`config.mk`:
```
export PLATFORM = sky130hd
export DESIGN_NAME = pll_timing_generator
export DESIGN_NICKNAME = d
export VERILOG_FILES = /design/src/clk_int_divider.v /design/src/clk_glitch_free_switch.v /design/src/pll_timing_generator.v
export VERILOG_INCLUDE_DIRS = /design/src
export SDC_FILE = /design/constraint.sdc
export NUM_CORES = 1
export LEC_CHECK = 0
export BUFFER_PORTS_ARGS = -buffer_cell sky130_fd_sc_hd__buf_2
export CELL_PAD_IN_SITES_DETAIL_PLACEMENT = 1
export CELL_PAD_IN_SITES_GLOBAL_PLACEMENT = 1
export CORE_AREA = 4 4 197 160
export CTS_CLUSTER_DIAMETER = 120
export DETAILED_ROUTE_END_ITERATION = 10
export DIE_AREA = 0 0 201 164
export GPL_TIMING_DRIVEN = 0
export PLACE_DENSITY = 0.81
export SLEW_MARGIN = 20
export SYNTH_ARGS = -nofsm -noshare
export SYNTH_HDL_FRONTEND = slang
export SYNTH_HIERARCHICAL = 1
export SYNTH_SLANG_ARGS = --single-unit
export TNS_END_PERCENT = 5
```
`constraint.sdc`:
```
create_clock -name core_clk -period 5.1 [get_ports core_clk]
set_input_delay 0.255 -clock core_clk [delete_from_list [all_inputs] [get_ports core_clk]]
set_output_delay 0.255 -clock core_clk [all_outputs]
set_load 0.01 [all_outputs]
```
`src/pll_timing_generator_defs.vh`:
```
// Constants used by the timing generator; its divider and switch cells do not use them.
// Assumes core_clk is the input reference clock, so one cycle is one
// reference period.
`ifndef PLL_TIMING_GENERATOR_DEFS_VH
`define PLL_TIMING_GENERATOR_DEFS_VH

// Lock and start-up waits, in reference clock periods
`define LOCK_FULL_CYCLES      10'd520
`define LOCK_SHORT_CYCLES     10'd10
`define STARTUP_CYCLES        10'd500
`define STRAP_CAPTURE_CYCLE   10'd6

// Boot configuration pin codes
`define BOOT_REF_13           2'h0
`define BOOT_REF_19_2         2'h1
`define BOOT_REF_24           2'h2
`define BOOT_REF_27           2'h3

// Presets: feedback, reference divider, exponent, domain divider (N-1)
`define PRE13_FB              8'h49
`define PRE13_NR              5'h00
`define PRE13_EXP             3'h1
`define PRE13_DIV             6'h09
`define PRE19_FB              8'h27
`define PRE19_NR              5'h00
`define PRE19_EXP             3'h2
`define PRE19_DIV             6'h03
`define PRE24_FB              8'h1f
`define PRE24_NR              5'h00
`define PRE24_EXP             3'h2
`define PRE24_DIV             6'h03
`define PRE27_FB              8'h1f
`define PRE27_NR              5'h00
`define PRE27_EXP             3'h2
`define PRE27_DIV             6'h04

// Source select codes for the processor and system domains
`define SRC_SYS_PLL           1'b0
`define SRC_ARRAY_PROCESSOR_PLL            1'b1

// Multiple-choice divider codes and their divisors (N-1)
`define CHOICE_DIV4           2'h0
`define CHOICE_DIV3           2'h1
`define CHOICE_DIV2           2'h2
`define CHOICE_DIV1           2'h3
`define CHOICE_N4             6'h03
`define CHOICE_N3             6'h02
`define CHOICE_N2             6'h01
`define CHOICE_N1             6'h00

// Packed word of an unmanaged PLL: feedback, reference divider, exponent
`define WORD_FB_MSB           15
`define WORD_FB_LSB           8
`define WORD_NR_MSB           7
`define WORD_NR_LSB           3
`define WORD_EXP_MSB          2
`define WORD_EXP_LSB          0
`define WORD_RESET            16'h0000

`endif

```
`src/clk_int_divider.v`:
```
// Integer clock divider, divide by 1 to 64, setting coded as N-1.
// Assumes a new setting is taken only at the end of a whole output period.
`timescale 1ns/1ps
`default_nettype none
module clk_int_divider #(
   parameter [5:0] RESET_DIV = 6'h00
) (
   input  wire       core_clk,
   input  wire       rst,
   input  wire [5:0] divSetting,
   output wire       clkOut,
   output wire       tick,
   output wire       busy
);
   reg  [5:0] count_reg;
   reg  [5:0] curDiv_reg;
   reg        clkOut_reg;
   wire       wrap;
   wire [5:0] count_next;
   wire [5:0] div_next;
   wire [6:0] half_next;

   assign wrap      = (count_reg == curDiv_reg);
   assign count_next = wrap ? 6'h00 : count_reg + 6'h01;
   // Reload only at a period boundary so no runt pulse appears
   assign div_next  = wrap ? divSetting : curDiv_reg;
   assign half_next = ({1'b0, div_next} + 7'h02) >> 1;

   always @(posedge core_clk or posedge rst) begin
      if (rst) begin
         count_reg  <= 6'h00;
         curDiv_reg <= RESET_DIV;
         clkOut_reg <= 1'b0;
      end else begin
         count_reg  <= count_next;
         curDiv_reg <= div_next;
         // Divide by one stays high: a level model cannot beat its clock
         clkOut_reg <= ({1'b0, count_next} < half_next);
      end
   end

   assign clkOut = clkOut_reg;
   assign tick   = wrap;
   assign busy   = (curDiv_reg != divSetting);
endmodule // clk_int_divider
`default_nettype wire

```
`src/clk_glitch_free_switch.v`:
```
// Glitch-free two-way clock switch for level clocks on core_clk.
// Assumes both sources are registered levels from the same clock.
`timescale 1ns/1ps
`default_nettype none
module clk_glitch_free_switch (
   input  wire core_clk,
   input  wire rst,
   input  wire clkA,
   input  wire clkB,
   input  wire selB,
   output wire clkOut,
   output wire busy
);
   reg  cur_reg;
   reg  clkOut_reg;
   wire newSrc;

   assign newSrc = selB ? clkB : clkA;

   always @(posedge core_clk or posedge rst) begin
      if (rst) begin
         cur_reg    <= 1'b0;
         clkOut_reg <= 1'b0;
      end else if ((selB != cur_reg) && !clkOut_reg) begin
         // Park low until the new source is low too
         clkOut_reg <= 1'b0;
         if (!newSrc) begin
            cur_reg <= selB;
         end
      end else begin
         clkOut_reg <= cur_reg ? clkB : clkA;
      end
   end

   assign clkOut = clkOut_reg;
   assign busy   = (selB != cur_reg);
endmodule // clk_glitch_free_switch
`default_nettype wire

```
`src/pll_timing_generator.v`:
```
// Timing generator: five PLL settings, managed updates of the system and
// array-processor PLLs, domain dividers and glitch-free domain switching.
// Assumes core_clk is the input reference; clock outputs are level models.
`timescale 1ns/1ps
`default_nettype none
`include "pll_timing_generator_defs.vh"
module pll_timing_generator (
   input  wire        core_clk,
   input  wire        rst,
   input  wire [1:0]  bootCfgPins,
   input  wire [7:0]  sysFeedbackSetting,
   input  wire [4:0]  sysReferenceDividerSetting,
   input  wire [2:0]  sysExpSetting,
   input  wire [7:0]  apFeedbackSetting,
   input  wire [4:0]  apReferenceDividerSetting,
   input  wire [2:0]  apExpSetting,
   input  wire [5:0]  cpuDivSetting,
   input  wire [5:0]  sysDivSetting,
   input  wire        cpuSrcSetting,
   input  wire        sysSrcSetting,
   input  wire        kickSysPll,
   input  wire        kickApPll,
   input  wire        kickDivider,
   input  wire        kickSource,
   input  wire [5:0]  arrayMemDivSetting,
   input  wire [1:0]  arrayCoreChoice,
   input  wire [5:0]  memDivSetting,
   input  wire [5:0]  ifRefDivSetting,
   input  wire [15:0] ifPllWordIn,
   input  wire [15:0] dispPllWordIn,
   input  wire [15:0] memPllWordIn,
   output wire        cpuClk,
   output wire        sysClk,
   output wire        arrayMemClk,
   output wire        arrayCoreClock,
   output wire        doubleRateMemoryClock,
   output wire        memClk,
   output wire        ifRefClk,
   output wire        clocksReady,
   output wire [1:0]  bootPreset,
   output wire        sysPllLocked,
   output wire        apPllLocked,
   output wire        sysPllUpdateBusy,
   output wire        apPllUpdateBusy,
   output wire        dividerUpdateBusy,
   output wire        sourceUpdateBusy,
   output wire [9:0]  sysPllRatioNum,
   output wire [12:0] sysPllRatioDen,
   output wire [9:0]  apPllRatioNum,
   output wire [12:0] apPllRatioDen,
   output wire [15:0] ifPllWord,
   output wire [15:0] dispPllWord,
   output wire [15:0] memPllWord
);
   localparam [3:0] ST_IDLE   = 4'b0001;
   localparam [3:0] ST_APPLY  = 4'b0010;
   localparam [3:0] ST_LOCK   = 4'b0100;
   localparam [3:0] ST_SWITCH = 4'b1000;

   // Job bits, also the order of the pending bits
   localparam [3:0] JOB_SYS = 4'b0001;
   localparam [3:0] JOB_AP  = 4'b0010;
   localparam [3:0] JOB_DIV = 4'b0100;
   localparam [3:0] JOB_SRC = 4'b1000;

   // Ratio denominator of a PLL: (R+1) shifted by the exponent
   function [12:0] ratioDen;
      input [4:0] refDiv;
      input [2:0] expSet;
      begin
         ratioDen = ({8'h00, refDiv} + 13'h0001) << expSet;
      end
   endfunction

   // Ratio numerator of a PLL: twice (F+1)
   function [9:0] ratioNum;
      input [7:0] fb;
      begin
         ratioNum = {({1'b0, fb} + 9'h001), 1'b0};
      end
   endfunction

   // Preset word {fb, nr, exp, div} for each boot code
   function [21:0] presetWord;
      input [1:0] code;
      begin
         case (code)
            `BOOT_REF_13:   presetWord = {`PRE13_FB, `PRE13_NR,
                                          `PRE13_EXP, `PRE13_DIV};
            `BOOT_REF_19_2: presetWord = {`PRE19_FB, `PRE19_NR,
                                          `PRE19_EXP, `PRE19_DIV};
            `BOOT_REF_27:   presetWord = {`PRE27_FB, `PRE27_NR,
                                          `PRE27_EXP, `PRE27_DIV};
            default:        presetWord = {`PRE24_FB, `PRE24_NR,
                                          `PRE24_EXP, `PRE24_DIV};
         endcase
      end
   endfunction

   // Multiple-choice divider: /4, /3, /2, /1
   function [5:0] choiceDiv;
      input [1:0] code;
      begin
         case (code)
            `CHOICE_DIV4: choiceDiv = `CHOICE_N4;
            `CHOICE_DIV3: choiceDiv = `CHOICE_N3;
            `CHOICE_DIV2: choiceDiv = `CHOICE_N2;
            default:      choiceDiv = `CHOICE_N1;
         endcase
      end
   endfunction

   // Lowest pending job wins
   function [3:0] pickJob;
      input [3:0] pend;
      begin
         pickJob = pend & (~pend + 4'h1);
      end
   endfunction

   reg  [1:0]  strapS1_reg;
   reg  [1:0]  strapS2_reg;
   reg  [1:0]  strapS3_reg;
   reg  [1:0]  strapFilt_reg;
   reg  [1:0]  bootPreset_reg;
   reg  [9:0]  startCount_reg;
   reg         startDone_reg;
   reg  [3:0]  state_reg;
   reg  [3:0]  job_reg;
   reg  [3:0]  pending_reg;
   reg  [3:0]  pending_next;
   reg  [3:0]  doneMask;
   reg  [9:0]  lockCount_reg;
   reg  [7:0]  sysFb_reg;
   reg  [4:0]  sysNr_reg;
   reg  [2:0]  sysExp_reg;
   reg  [7:0]  apFb_reg;
   reg  [4:0]  apNr_reg;
   reg  [2:0]  apExp_reg;
   reg         sysLocked_reg;
   reg         apLocked_reg;
   reg  [5:0]  cpuDiv_reg;
   reg  [5:0]  sysDiv_reg;
   reg         cpuSrc_reg;
   reg         sysSrc_reg;
   reg  [15:0] ifWord_reg;
   reg  [15:0] dispWord_reg;
   reg  [15:0] memWord_reg;
   reg         refHalf_reg;
   reg         memHalf_reg;
   wire [21:0] preset;
   wire        sysExpOnly;
   wire        apExpOnly;
   wire [1:0]  domClk;
   wire [1:0]  domSwBusy;
   wire [1:0]  domDivBusy;
   wire [5:0]  domDiv [0:1];
   wire [1:0]  domSrc;
   wire [1:0]  domLocked;
   wire        memTick;

   assign preset = presetWord(strapFilt_reg);
   assign sysExpOnly = (sysFeedbackSetting == sysFb_reg) &&
                       (sysReferenceDividerSetting == sysNr_reg);
   assign apExpOnly  = (apFeedbackSetting == apFb_reg) &&
                       (apReferenceDividerSetting == apNr_reg);

   // Pins pass three flops; a change counts once two and three agree
   always @(posedge core_clk or posedge rst) begin
      if (rst) begin
         strapS1_reg   <= `BOOT_REF_24;
         strapS2_reg   <= `BOOT_REF_24;
         strapS3_reg   <= `BOOT_REF_24;
         strapFilt_reg <= `BOOT_REF_24;
      end else begin
         strapS1_reg <= bootCfgPins;
         strapS2_reg <= strapS1_reg;
         strapS3_reg <= strapS2_reg;
         if (strapS2_reg == strapS3_reg) begin
            strapFilt_reg <= strapS3_reg;
         end
      end
   end

   // Kicks set, completion clears; a kick in the clearing cycle stays
   always @* begin
      doneMask = 4'h0;
      if ((state_reg == ST_LOCK) && (lockCount_reg == 10'd1)) begin
         doneMask = job_reg;
      end
      if ((state_reg == ST_SWITCH) && !(|domSwBusy) && !(|domDivBusy)) begin
         doneMask = job_reg;
      end
      pending_next = (pending_reg & ~doneMask) |
                     {kickSource, kickDivider, kickApPll, kickSysPll};
   end

   always @(posedge core_clk or posedge rst) begin
      if (rst) begin
         bootPreset_reg <= `BOOT_REF_24;
         startCount_reg <= 10'd0;
         startDone_reg  <= 1'b0;
         state_reg      <= ST_IDLE;
         job_reg        <= 4'h0;
         pending_reg    <= 4'h0;
         lockCount_reg  <= 10'd0;
         sysFb_reg      <= `PRE24_FB;
         sysNr_reg      <= `PRE24_NR;
         sysExp_reg     <= `PRE24_EXP;
         apFb_reg       <= `PRE24_FB;
         apNr_reg       <= `PRE24_NR;
         apExp_reg      <= `PRE24_EXP;
         sysLocked_reg  <= 1'b0;
         apLocked_reg   <= 1'b0;
         cpuDiv_reg     <= `PRE24_DIV;
         sysDiv_reg     <= `PRE24_DIV;
         cpuSrc_reg     <= `SRC_SYS_PLL;
         sysSrc_reg     <= `SRC_SYS_PLL;
      end else begin
         pending_reg <= pending_next;
         if (!startDone_reg) begin
            startCount_reg <= startCount_reg + 10'd1;
            if (startCount_reg == `STRAP_CAPTURE_CYCLE) begin
               // Boot pins pick the preset for both managed PLLs
               bootPreset_reg <= strapFilt_reg;
               {sysFb_reg, sysNr_reg, sysExp_reg} <= preset[21:6];
               {apFb_reg, apNr_reg, apExp_reg}    <= preset[21:6];
               cpuDiv_reg <= preset[5:0];
               sysDiv_reg <= preset[5:0];
            end
            if (startCount_reg == `STARTUP_CYCLES - 10'd1) begin
               startDone_reg <= 1'b1;
               sysLocked_reg <= 1'b1;
               apLocked_reg  <= 1'b1;
            end
         end else begin
            case (state_reg)
               ST_IDLE: begin
                  if (|pending_reg) begin
                     job_reg   <= pickJob(pending_reg);
                     state_reg <= ST_APPLY;
                  end
               end
               ST_APPLY: begin
                  case (job_reg)
                     JOB_SYS: begin
                        sysFb_reg     <= sysFeedbackSetting;
                        sysNr_reg     <= sysReferenceDividerSetting;
                        sysExp_reg    <= sysExpSetting;
                        sysLocked_reg <= 1'b0;
                        lockCount_reg <= sysExpOnly ? `LOCK_SHORT_CYCLES
                                                    : `LOCK_FULL_CYCLES;
                        state_reg     <= ST_LOCK;
                     end
                     JOB_AP: begin
                        apFb_reg      <= apFeedbackSetting;
                        apNr_reg      <= apReferenceDividerSetting;
                        apExp_reg     <= apExpSetting;
                        apLocked_reg  <= 1'b0;
                        lockCount_reg <= apExpOnly ? `LOCK_SHORT_CYCLES
                                                   : `LOCK_FULL_CYCLES;
                        state_reg     <= ST_LOCK;
                     end
                     JOB_DIV: begin
                        cpuDiv_reg <= cpuDivSetting;
                        sysDiv_reg <= sysDivSetting;
                        state_reg  <= ST_SWITCH;
                     end
                     default: begin
                        cpuSrc_reg <= cpuSrcSetting;
                        sysSrc_reg <= sysSrcSetting;
                        state_reg  <= ST_SWITCH;
                     end
                  endcase
               end
               ST_LOCK: begin
                  lockCount_reg <= lockCount_reg - 10'd1;
                  if (lockCount_reg == 10'd1) begin
                     sysLocked_reg <= sysLocked_reg | job_reg[0];
                     apLocked_reg  <= apLocked_reg | job_reg[1];
                     state_reg     <= ST_IDLE;
                  end
               end
               ST_SWITCH: begin
                  if (!(|domSwBusy) && !(|domDivBusy)) begin
                     state_reg <= ST_IDLE;
                  end
               end
               default: state_reg <= ST_IDLE;
            endcase
         end
      end
   end

   // Unmanaged PLLs follow software at once; gating is software's job
   always @(posedge core_clk or posedge rst) begin
      if (rst) begin
         ifWord_reg   <= `WORD_RESET;
         dispWord_reg <= `WORD_RESET;
         memWord_reg  <= `WORD_RESET;
         refHalf_reg  <= 1'b0;
         memHalf_reg  <= 1'b0;
      end else begin
         ifWord_reg   <= ifPllWordIn;
         dispWord_reg <= dispPllWordIn;
         memWord_reg  <= memPllWordIn;
         refHalf_reg  <= ~refHalf_reg;
         if (memTick) begin
            memHalf_reg <= ~memHalf_reg;
         end
      end
   end

   assign domDiv[0] = cpuDiv_reg;
   assign domDiv[1] = sysDiv_reg;
   assign domSrc    = {sysSrc_reg, cpuSrc_reg};

   // Fall back to the reference half-rate clock while the source locks
   genvar g;
   generate
      for (g = 0; g < 2; g = g + 1) begin : gDomain
         wire divClk;
         assign domLocked[g] = (domSrc[g] == `SRC_ARRAY_PROCESSOR_PLL) ? apLocked_reg
                                                          : sysLocked_reg;
         clk_int_divider #(.RESET_DIV(`PRE24_DIV)) uDiv (
            .core_clk   (core_clk),
            .rst        (rst),
            .divSetting (domDiv[g]),
            .clkOut     (divClk),
            .tick       (),
            .busy       (domDivBusy[g])
         );
         clk_glitch_free_switch uSwitch (
            .core_clk (core_clk),
            .rst      (rst),
            .clkA     (refHalf_reg),
            .clkB     (divClk),
            .selB     (domLocked[g]),
            .clkOut   (domClk[g]),
            .busy     (domSwBusy[g])
         );
      end
   endgenerate

   clk_int_divider #(.RESET_DIV(6'h00)) uArrayMem (
      .core_clk   (core_clk),
      .rst        (rst),
      .divSetting (arrayMemDivSetting),
      .clkOut     (arrayMemClk),
      .tick       (),
      .busy       ()
   );

   clk_int_divider #(.RESET_DIV(`CHOICE_N4)) uArrayCore (
      .core_clk   (core_clk),
      .rst        (rst),
      .divSetting (choiceDiv(arrayCoreChoice)),
      .clkOut     (arrayCoreClock),
      .tick       (),
      .busy       ()
   );

   clk_int_divider #(.RESET_DIV(6'h00)) uMem2x (
      .core_clk   (core_clk),
      .rst        (rst),
      .divSetting (memDivSetting),
      .clkOut     (doubleRateMemoryClock),
      .tick       (memTick),
      .busy       ()
   );

   // Fed only by its own settings, so system changes leave it alone
   clk_int_divider #(.RESET_DIV(6'h00)) uIfRef (
      .core_clk   (core_clk),
      .rst        (rst),
      .divSetting (ifRefDivSetting),
      .clkOut     (ifRefClk),
      .tick       (),
      .busy       ()
   );

   assign cpuClk            = domClk[0];
   assign sysClk            = domClk[1];
   assign memClk            = memHalf_reg;
   assign clocksReady       = startDone_reg;
   assign bootPreset        = bootPreset_reg;
   assign sysPllLocked      = sysLocked_reg;
   assign apPllLocked       = apLocked_reg;
   assign sysPllUpdateBusy  = pending_reg[0];
   assign apPllUpdateBusy   = pending_reg[1];
   assign dividerUpdateBusy = pending_reg[2];
   assign sourceUpdateBusy  = pending_reg[3];
   assign sysPllRatioNum    = ratioNum(sysFb_reg);
   assign sysPllRatioDen    = ratioDen(sysNr_reg, sysExp_reg);
   assign apPllRatioNum     = ratioNum(apFb_reg);
   assign apPllRatioDen     = ratioDen(apNr_reg, apExp_reg);
   assign ifPllWord         = ifWord_reg;
   assign dispPllWord       = dispWord_reg;
   assign memPllWord        = memWord_reg;
endmodule // pll_timing_generator
`default_nettype wire

```
==> metrics.csv, run 1 <==
stage;metric;value;unit
status;outcome;finished, final reports clean;
cells_and_area;final_cell_mix;246 x buf_2, 195 x dfrtp_1, 111 x nand2_1;
drt;vias;10800;
sta;fin_skew;30.8;ps
drt;drc_errors;0;
global_route;grt-ovfl-total;0;
drt;dr.pass1.iters;5;
floorplan;core;0.0294;mm²
placed_design;io_buffers;229;
flow_run;maxCapViolations;0;
placed_design;place.gp.congestion;0.864;
hold_path;holdCritStartpoint;ifRefDivSetting[4];
global_route;antenna_found_initial;2;
floorplan;die_h;164;µm
clock_network;clk_latency;550;ps
clock_network;htreeDepth;1;
floorplan;die_area;0.0330;mm²
cells_and_area;final_common_cell;buf_2;
cells_and_area;areaGrowthSynthToFinish;27.0;%
power;power.leakage;7.29;nW
clock_network;clkTransAtPathRegs;60;ps
setup_path;criticalPathCategory;flop to flop;
floorplan;die_x;201;µm
power;p_total;6.62;mW
floorplan;rows;56;
sta;finalHoldViolations;0;
setup_path;start_kind;flop;
sta;worst_slack;1550;ps
clock_network;post_cts_buffers;0;
drt;drt-initial-drc-count;474;
sta;fin_crit_sh;0.695;
setup_path;r2r_slack;1550;ps
setup_path;cp.required;5520;ps
sta;rsz0062_at_grt;false;
synth;synth_cells;1236;
clock_network;cts_buffer_depth;3;
setup_path;r2r_cells;14;
hold_path;hp-class;primary input to flop;
clock_network;cts_buffers;26;
placed_design;hpwl;26800;µm
sta;relSlewSlack;0.425;
global_route;grt_use_total;0.240;
placed_design;dp_slack;1560;ps
cells_and_area;drive_gt1_frac;0.255;
cells_and_area;finish.utilization;0.545;
clock_network;cts_tree;done;
sta;tightest_slew;863;ps
drt;ant_nets;0;
global_route;grt_pass1_wl;64700;µm
setup_path;critPathMaxFanout;8;
setup_path;timing.rr.start;gDomain[0].uDiv/curDiv_reg[1]$_DFF_PP1_;
sta;setup_viol;0;
drt;wirelength;39700;µm
drt;vias_per_cell;5.38;
global_route;grt_pass1_vias;12000;
sta;period_needed;3550;ps
hold_path;hold-path-endpoint;uIfRef/curDiv_reg[4]$_DFF_PP0_;
clock_network;clock_sinks;223;
cells_and_area;final_cell_area;0.0160;mm²
hold_path;whs_path_depth;2;
cells_and_area;finalNetCount;1777;
setup_path;crit_arrival;3960;ps
power;ir_worst_vdd;0.237;mV
synth;syn-cell-area;0.0126;mm²
floorplan;start_util;0.429;
placed_design;postPlaceCellArea;0.0143;mm²
drt;wl_per_cell;19.9;µm
synth;yosysWarnings;6;
sta;slew_viol_final;0;
cells_and_area;nFillCells;3305;
synth;syn_area_per_cell;10.2;µm²
power;power.density;414;mW/mm²
sta;max_freq;282;MHz
setup_path;rr_endpoint;gDomain[0].uDiv/clkOut$_DFF_PP0_;
setup_path;crit_path_end_kind;flop;
floorplan;io_pins;232;
clock_network;cts_root_buf;clkbuf_16;
global_route;grt_max_degree;97;
-- worst max path at each step --
stage	from	slack (ps)	cells past startpoint	end
after floorplan	rst	1100	1	apExp_reg[0]$_DFFE_PP0P_
after global placement	rst	-860	2	memPllWord[8]$_DFF_PP0_
after detailed placement	uArrayCore/curDiv_reg[1]$_DFF_PP1_	1560	14	uArrayCore/clkOut$_DFF_PP0_
after CTS	uArrayMem/count_reg[0]$_DFF_PP0_	1550	12	uArrayMem/clkOut$_DFF_PP0_
after global routing	uArrayMem/count_reg[0]$_DFF_PP0_	1320	12	uArrayMem/clkOut$_DFF_PP0_
final	gDomain[0].uDiv/curDiv_reg[1]$_DFF_PP1_	1550	14	gDomain[0].uDiv/clkOut$_DFF_PP0_
-- per-stage QoR --
step | hold WS (ps) | TNS (ps) | instances
after floorplan | -3.82 | 0 | 1253
after global placement | 234 | -100660 | 1859
after detailed placement | 275 | 0 | 1860
after CTS | 0.735 | 0 | 1996
after global routing | 8.63 | 0 | 1997
final | 20.9 | 0 | 1999
-- repair_timing --
action / in CTS / in global routing
setup endpoints to repair: 0 / 0
resized for setup: 0 / 0
hold endpoints to repair: 195 / 0
hold buffers: 88 / 0
-- worst max-delay path: stages, from the launching register on --
cell	delay [ps]
dfstp_2	510
buf_2	190
xnor2_1	150
nand2_2	160
nor2_8	220
mux2_2	380
ha_1	270
inv_1	100
nor2_1	40
o22ai_1	100
nor3b_1	240
ha_1	270
and3_1	150
a221o_1	370
a221oi_2	280
-- layer usage --
layer,track usage,up-vias,share of wire
met1,0.303,5407,0.42
met2,0.422,258,0.50
li1,-,5005,-
met3,0.0456,91,0.047
met5,0,-,0.00033
met4,0.0725,2,0.032
-- layout make-up --
cell class                 instances  area, µm²  area share
clock buffer                      42        761      0.0475
timing repair buffer             318       2050       0.128
multi-input combinational        920       6520       0.407
sequential                       223       5620       0.351
antenna                            3       7.51    0.000469
tap                              377        472      0.0295
clock inverter                     6       41.3     0.00258
inverter                          46        180      0.0113
buffer                            64        359      0.0224
-- where the power goes --
| part | total [mW] | switching [mW] | internal [mW] | leakage (nW) |
|---|---|---|---|---|
| Clock | 1.78 | 0.758 | 1.02 | 0.396 |
| Combinational | 2.51 | 1.35 | 1.15 | 4.23 |
| Sequential | 2.34 | 0.270 | 2.07 | 2.66 |
| Total | 6.62 | 2.38 | 4.24 | 7.29 |
(Power assumes the default switching activity.)
==> run 2, diff against run 1 <==
==> constraint.sdc (replaced) <==
create_clock -name core_clk -period 3.3 [get_ports core_clk]
set_input_delay 0.165 -clock core_clk [delete_from_list [all_inputs] [get_ports core_clk]]
set_output_delay 0.165 -clock core_clk [all_outputs]
set_load 0.01 [all_outputs]
==> metrics.csv, run 2 (synthesized netlist as in run 1, its figures left out) <==
stage;metric;value;unit;change
cells_and_area;areaGrowthSynthToFinish;35.3;%;was 27.0%
floorplan;die_x;201;µm;unchanged
global_route;grt-busiest-layer;met2;;unchanged
global_route;use_met3;0.0446;;was 0.0456
setup_path;critPathMaxFanout;5;;was 8
cells_and_area;final_cell_area;0.0171;mm²;was 0.0160 mm²
status;outcome;finished with violations;;was finished, final reports clean
global_route;use_met1;0.308;;was 0.303
floorplan;die_area;0.0330;mm²;unchanged
sta;slew_viol_final;0;;unchanged
setup_path;crit_arrival;3750;ps;was 3960 ps
setup_path;crit_path_end_kind;flop;;unchanged
drt;ant_nets;0;;unchanged
power;power.density;661;mW/mm²;was 414 mW/mm²
global_route;grt-ovfl-total;0;;unchanged
power;ir_worst_vdd;0.356;mV;was 0.237 mV
drt;drc_errors;0;;unchanged
cells_and_area;drive_gt1_frac;0.297;;was 0.255
cells_and_area;nFillCells;3253;;was 3,305
sta;finalHoldViolations;0;;unchanged
setup_path;start_kind;flop;;unchanged
sta;fin_skew;20.7;ps;was 30.8 ps
floorplan;rows;56;;unchanged
sta;tightest_slew;869;ps;was 863 ps
placed_design;hpwl;27300;µm;was 26,800 µm
sta;max_freq;301;MHz;was 282 MHz
clock_network;cts_buffers;26;;unchanged
global_route;grt_use_total;0.251;;was 0.240
setup_path;criticalPathCategory;flop to flop;;unchanged
sta;period_needed;3320;ps;was 3550 ps
setup_path;max_stage_delay;540;ps;was 510 ps
global_route;grt_use_met2;0.447;;was 0.422
clock_network;clkTransAtPathRegs;60;ps;about the same
hold_path;hp-class;primary input to flop;;unchanged
drt;dr.pass1.iters;5;;unchanged
clock_network;htreeDepth;1;;unchanged
clock_network;clock_sinks;223;;unchanged
global_route;grt_pass1_vias;12400;;was 12,000
drt;wirelength;43400;µm;was 39,700 µm
cells_and_area;final_common_cell;buf_2;;unchanged
sta;fin_crit_sh;1.01;;was 0.695
floorplan;start_util;0.429;;unchanged
drt;drt-initial-drc-count;519;;was 474
clock_network;cts_buffer_depth;3;;unchanged
global_route;grt_max_degree;36;;was 97
placed_design;dp_slack;-202;ps;was 1560 ps
power;power.leakage;7.83;nW;was 7.29 nW
clock_network;cts_root_buf;clkbuf_16;;unchanged
placed_design;io_buffers;229;;unchanged
floorplan;die_h;164;µm;unchanged
setup_path;path_cells;xnor2_2, nand4_4, nor2_8, mux2_4, ha_4, inv_1, nor4_1, nor3b_2, ha_1, and3_1, a221o_1, a221oi_2;;was buf_2, xnor2_1, nand2_2, nor2_8, mux2_2, ha_1, inv_1, nor2_1, o22ai_1, nor3b_1, ha_1, and3_1, a221o_1, a221oi_2
sta;rsz0062_at_grt;true;;was false
status;violations;setup timing;;
cells_and_area;finalNetCount;1847;;was 1,777
drt;vias_per_cell;5.44;;was 5.38
floorplan;io_pins;232;;unchanged
sta;relSlewSlack;0.419;;was 0.425
setup_path;cp.required;3730;ps;was 5520 ps
sta;worst_slack;-16.8;ps;was 1550 ps
drt;vias;11200;;was 10,800
flow_run;maxCapViolations;0;;unchanged
placed_design;place.gp.congestion;0.843;;was 0.864
setup_path;cp_slowest_cell;nor4_1;;was dfstp_2
drt;wl_per_cell;21.0;µm;was 19.9 µm
cells_and_area;final_cell_mix;243 x buf_2, 190 x dfrtp_1, 119 x dlygate4sd3_1;;was 246 x buf_2, 195 x dfrtp_1, 111 x nand2_1
floorplan;core;0.0294;mm²;unchanged
global_route;grt_pass1_wl;67900;µm;was 64,700 µm
clock_network;cts_tree;done;;unchanged
sta;setup_viol;2;;was 0
placed_design;postPlaceCellArea;0.0144;mm²;was 0.0143 mm²
clock_network;clk_latency;540;ps;was 550 ps
global_route;antenna_found_initial;3;;was 2
-- run 2: cell count changes in the layout (fill, tap and decap cells not counted), moves of 5 or more --
| cell | change |
|---|---|
| buf_4 | +39 |
| dfrtp_2 | +5 |
| ha_1 | -6 |
| xnor2_1 | -22 |
| nor3b_1 | -5 |
| dfrtp_1 | -5 |
| clkbuf_1 | -7 |
| nor3b_2 | +5 |
| xnor2_4 | +5 |
| xnor2_2 | +17 |
| dlygate4sd3_1 | +31 |
-- run 2: area by class of cell --
| class | instances | area [µm²] | area share |
|---|---|---|---|
| Clock inverter | 12 | 101 | 0.00594 |
| Multi-Input combinational cell | 920 | 6870 | 0.403 |
| Sequential cell | 223 | 5620 | 0.330 |
| Buffer | 61 | 344 | 0.0202 |
| Inverter | 46 | 176 | 0.0103 |
| Clock buffer | 36 | 748 | 0.0439 |
| Timing Repair Buffer | 391 | 2710 | 0.159 |
| Antenna cell | 2 | 5.00 | 0.000293 |
| Tap cell | 377 | 472 | 0.0277 |
-- run 2: power breakdown --
part / internal, mW / switching, mW
clock network: 1.67 / 1.23
logic: 2.32 / 2.34
registers: 3.20 / 0.519
total: 7.19 / 4.08
-- run 2: routing by layer --
layer	wire length [µm]	share of wire	vias to the layer above
met5	11	0.00025	-
li1	-	-	5144
met4	1870	0.043	2
met3	2000	0.046	132
met1	17700	0.41	5611
met2	21800	0.50	354
-- run 2: final timing paths --
check,startpoint,to,slack [ps],cells past startpoint
hold / removal,sysDivSetting[2],sysDiv_reg[2]$_DFFE_PP0P_,10,3
max in group asynchronous,rst,memPllWord[4]$_DFF_PP0_,1900,6
min in group asynchronous,rst,gDomain[0].uSwitch/cur_reg$_DFFE_PP0P_,170,3
hold reg to reg,strapS1_reg[1]$_DFF_PP1_,strapS2_reg[1]$_DFF_PP1_,370,0
setup reg to reg,uMem2x/count_reg[2]$_DFF_PP0_,uMem2x/clkOut$_DFF_PP0_,-20,12
setup / recovery,uMem2x/count_reg[2]$_DFF_PP0_,uMem2x/clkOut$_DFF_PP0_,-20,12
-- run 2: per-stage QoR --
step	instances	total power [mW]	TNS [ps]	util	hold slack (ps)
3_3_place_gp	1859	7.09	-243	0.487	161
2_1_floorplan	1253	6.32	0	-	-93.8
4_1_cts	2040	10.5	-37.4	0.566	17.1
3_5_place_dp	1863	7.33	-910	0.489	167
5_1_grt	2068	11.9	-307	0.581	22.2
6_report	2068	11.3	-31.8	0.581	9.92
-- run 2: timing repair --
item | 4_1_cts | 5_1_grt
pin swaps | 12 | 29
gates resized for setup | 22 | 35
setup endpoints to repair | 6 | 6
setup buffers | 10 | 29
endpoints found under the hold margin | 211 | 0
hold buffers | 119 | 0
-- run 2: worst max-delay path, delay by kind of cell, from the launching register on --
family	cells	cell delay, ps
fa+ha+maj	2	480
mux	1	190
compound gates	2	590
flops	1	440
buf+inv	1	80
xor+xnor	1	260
simple gates	5	1150
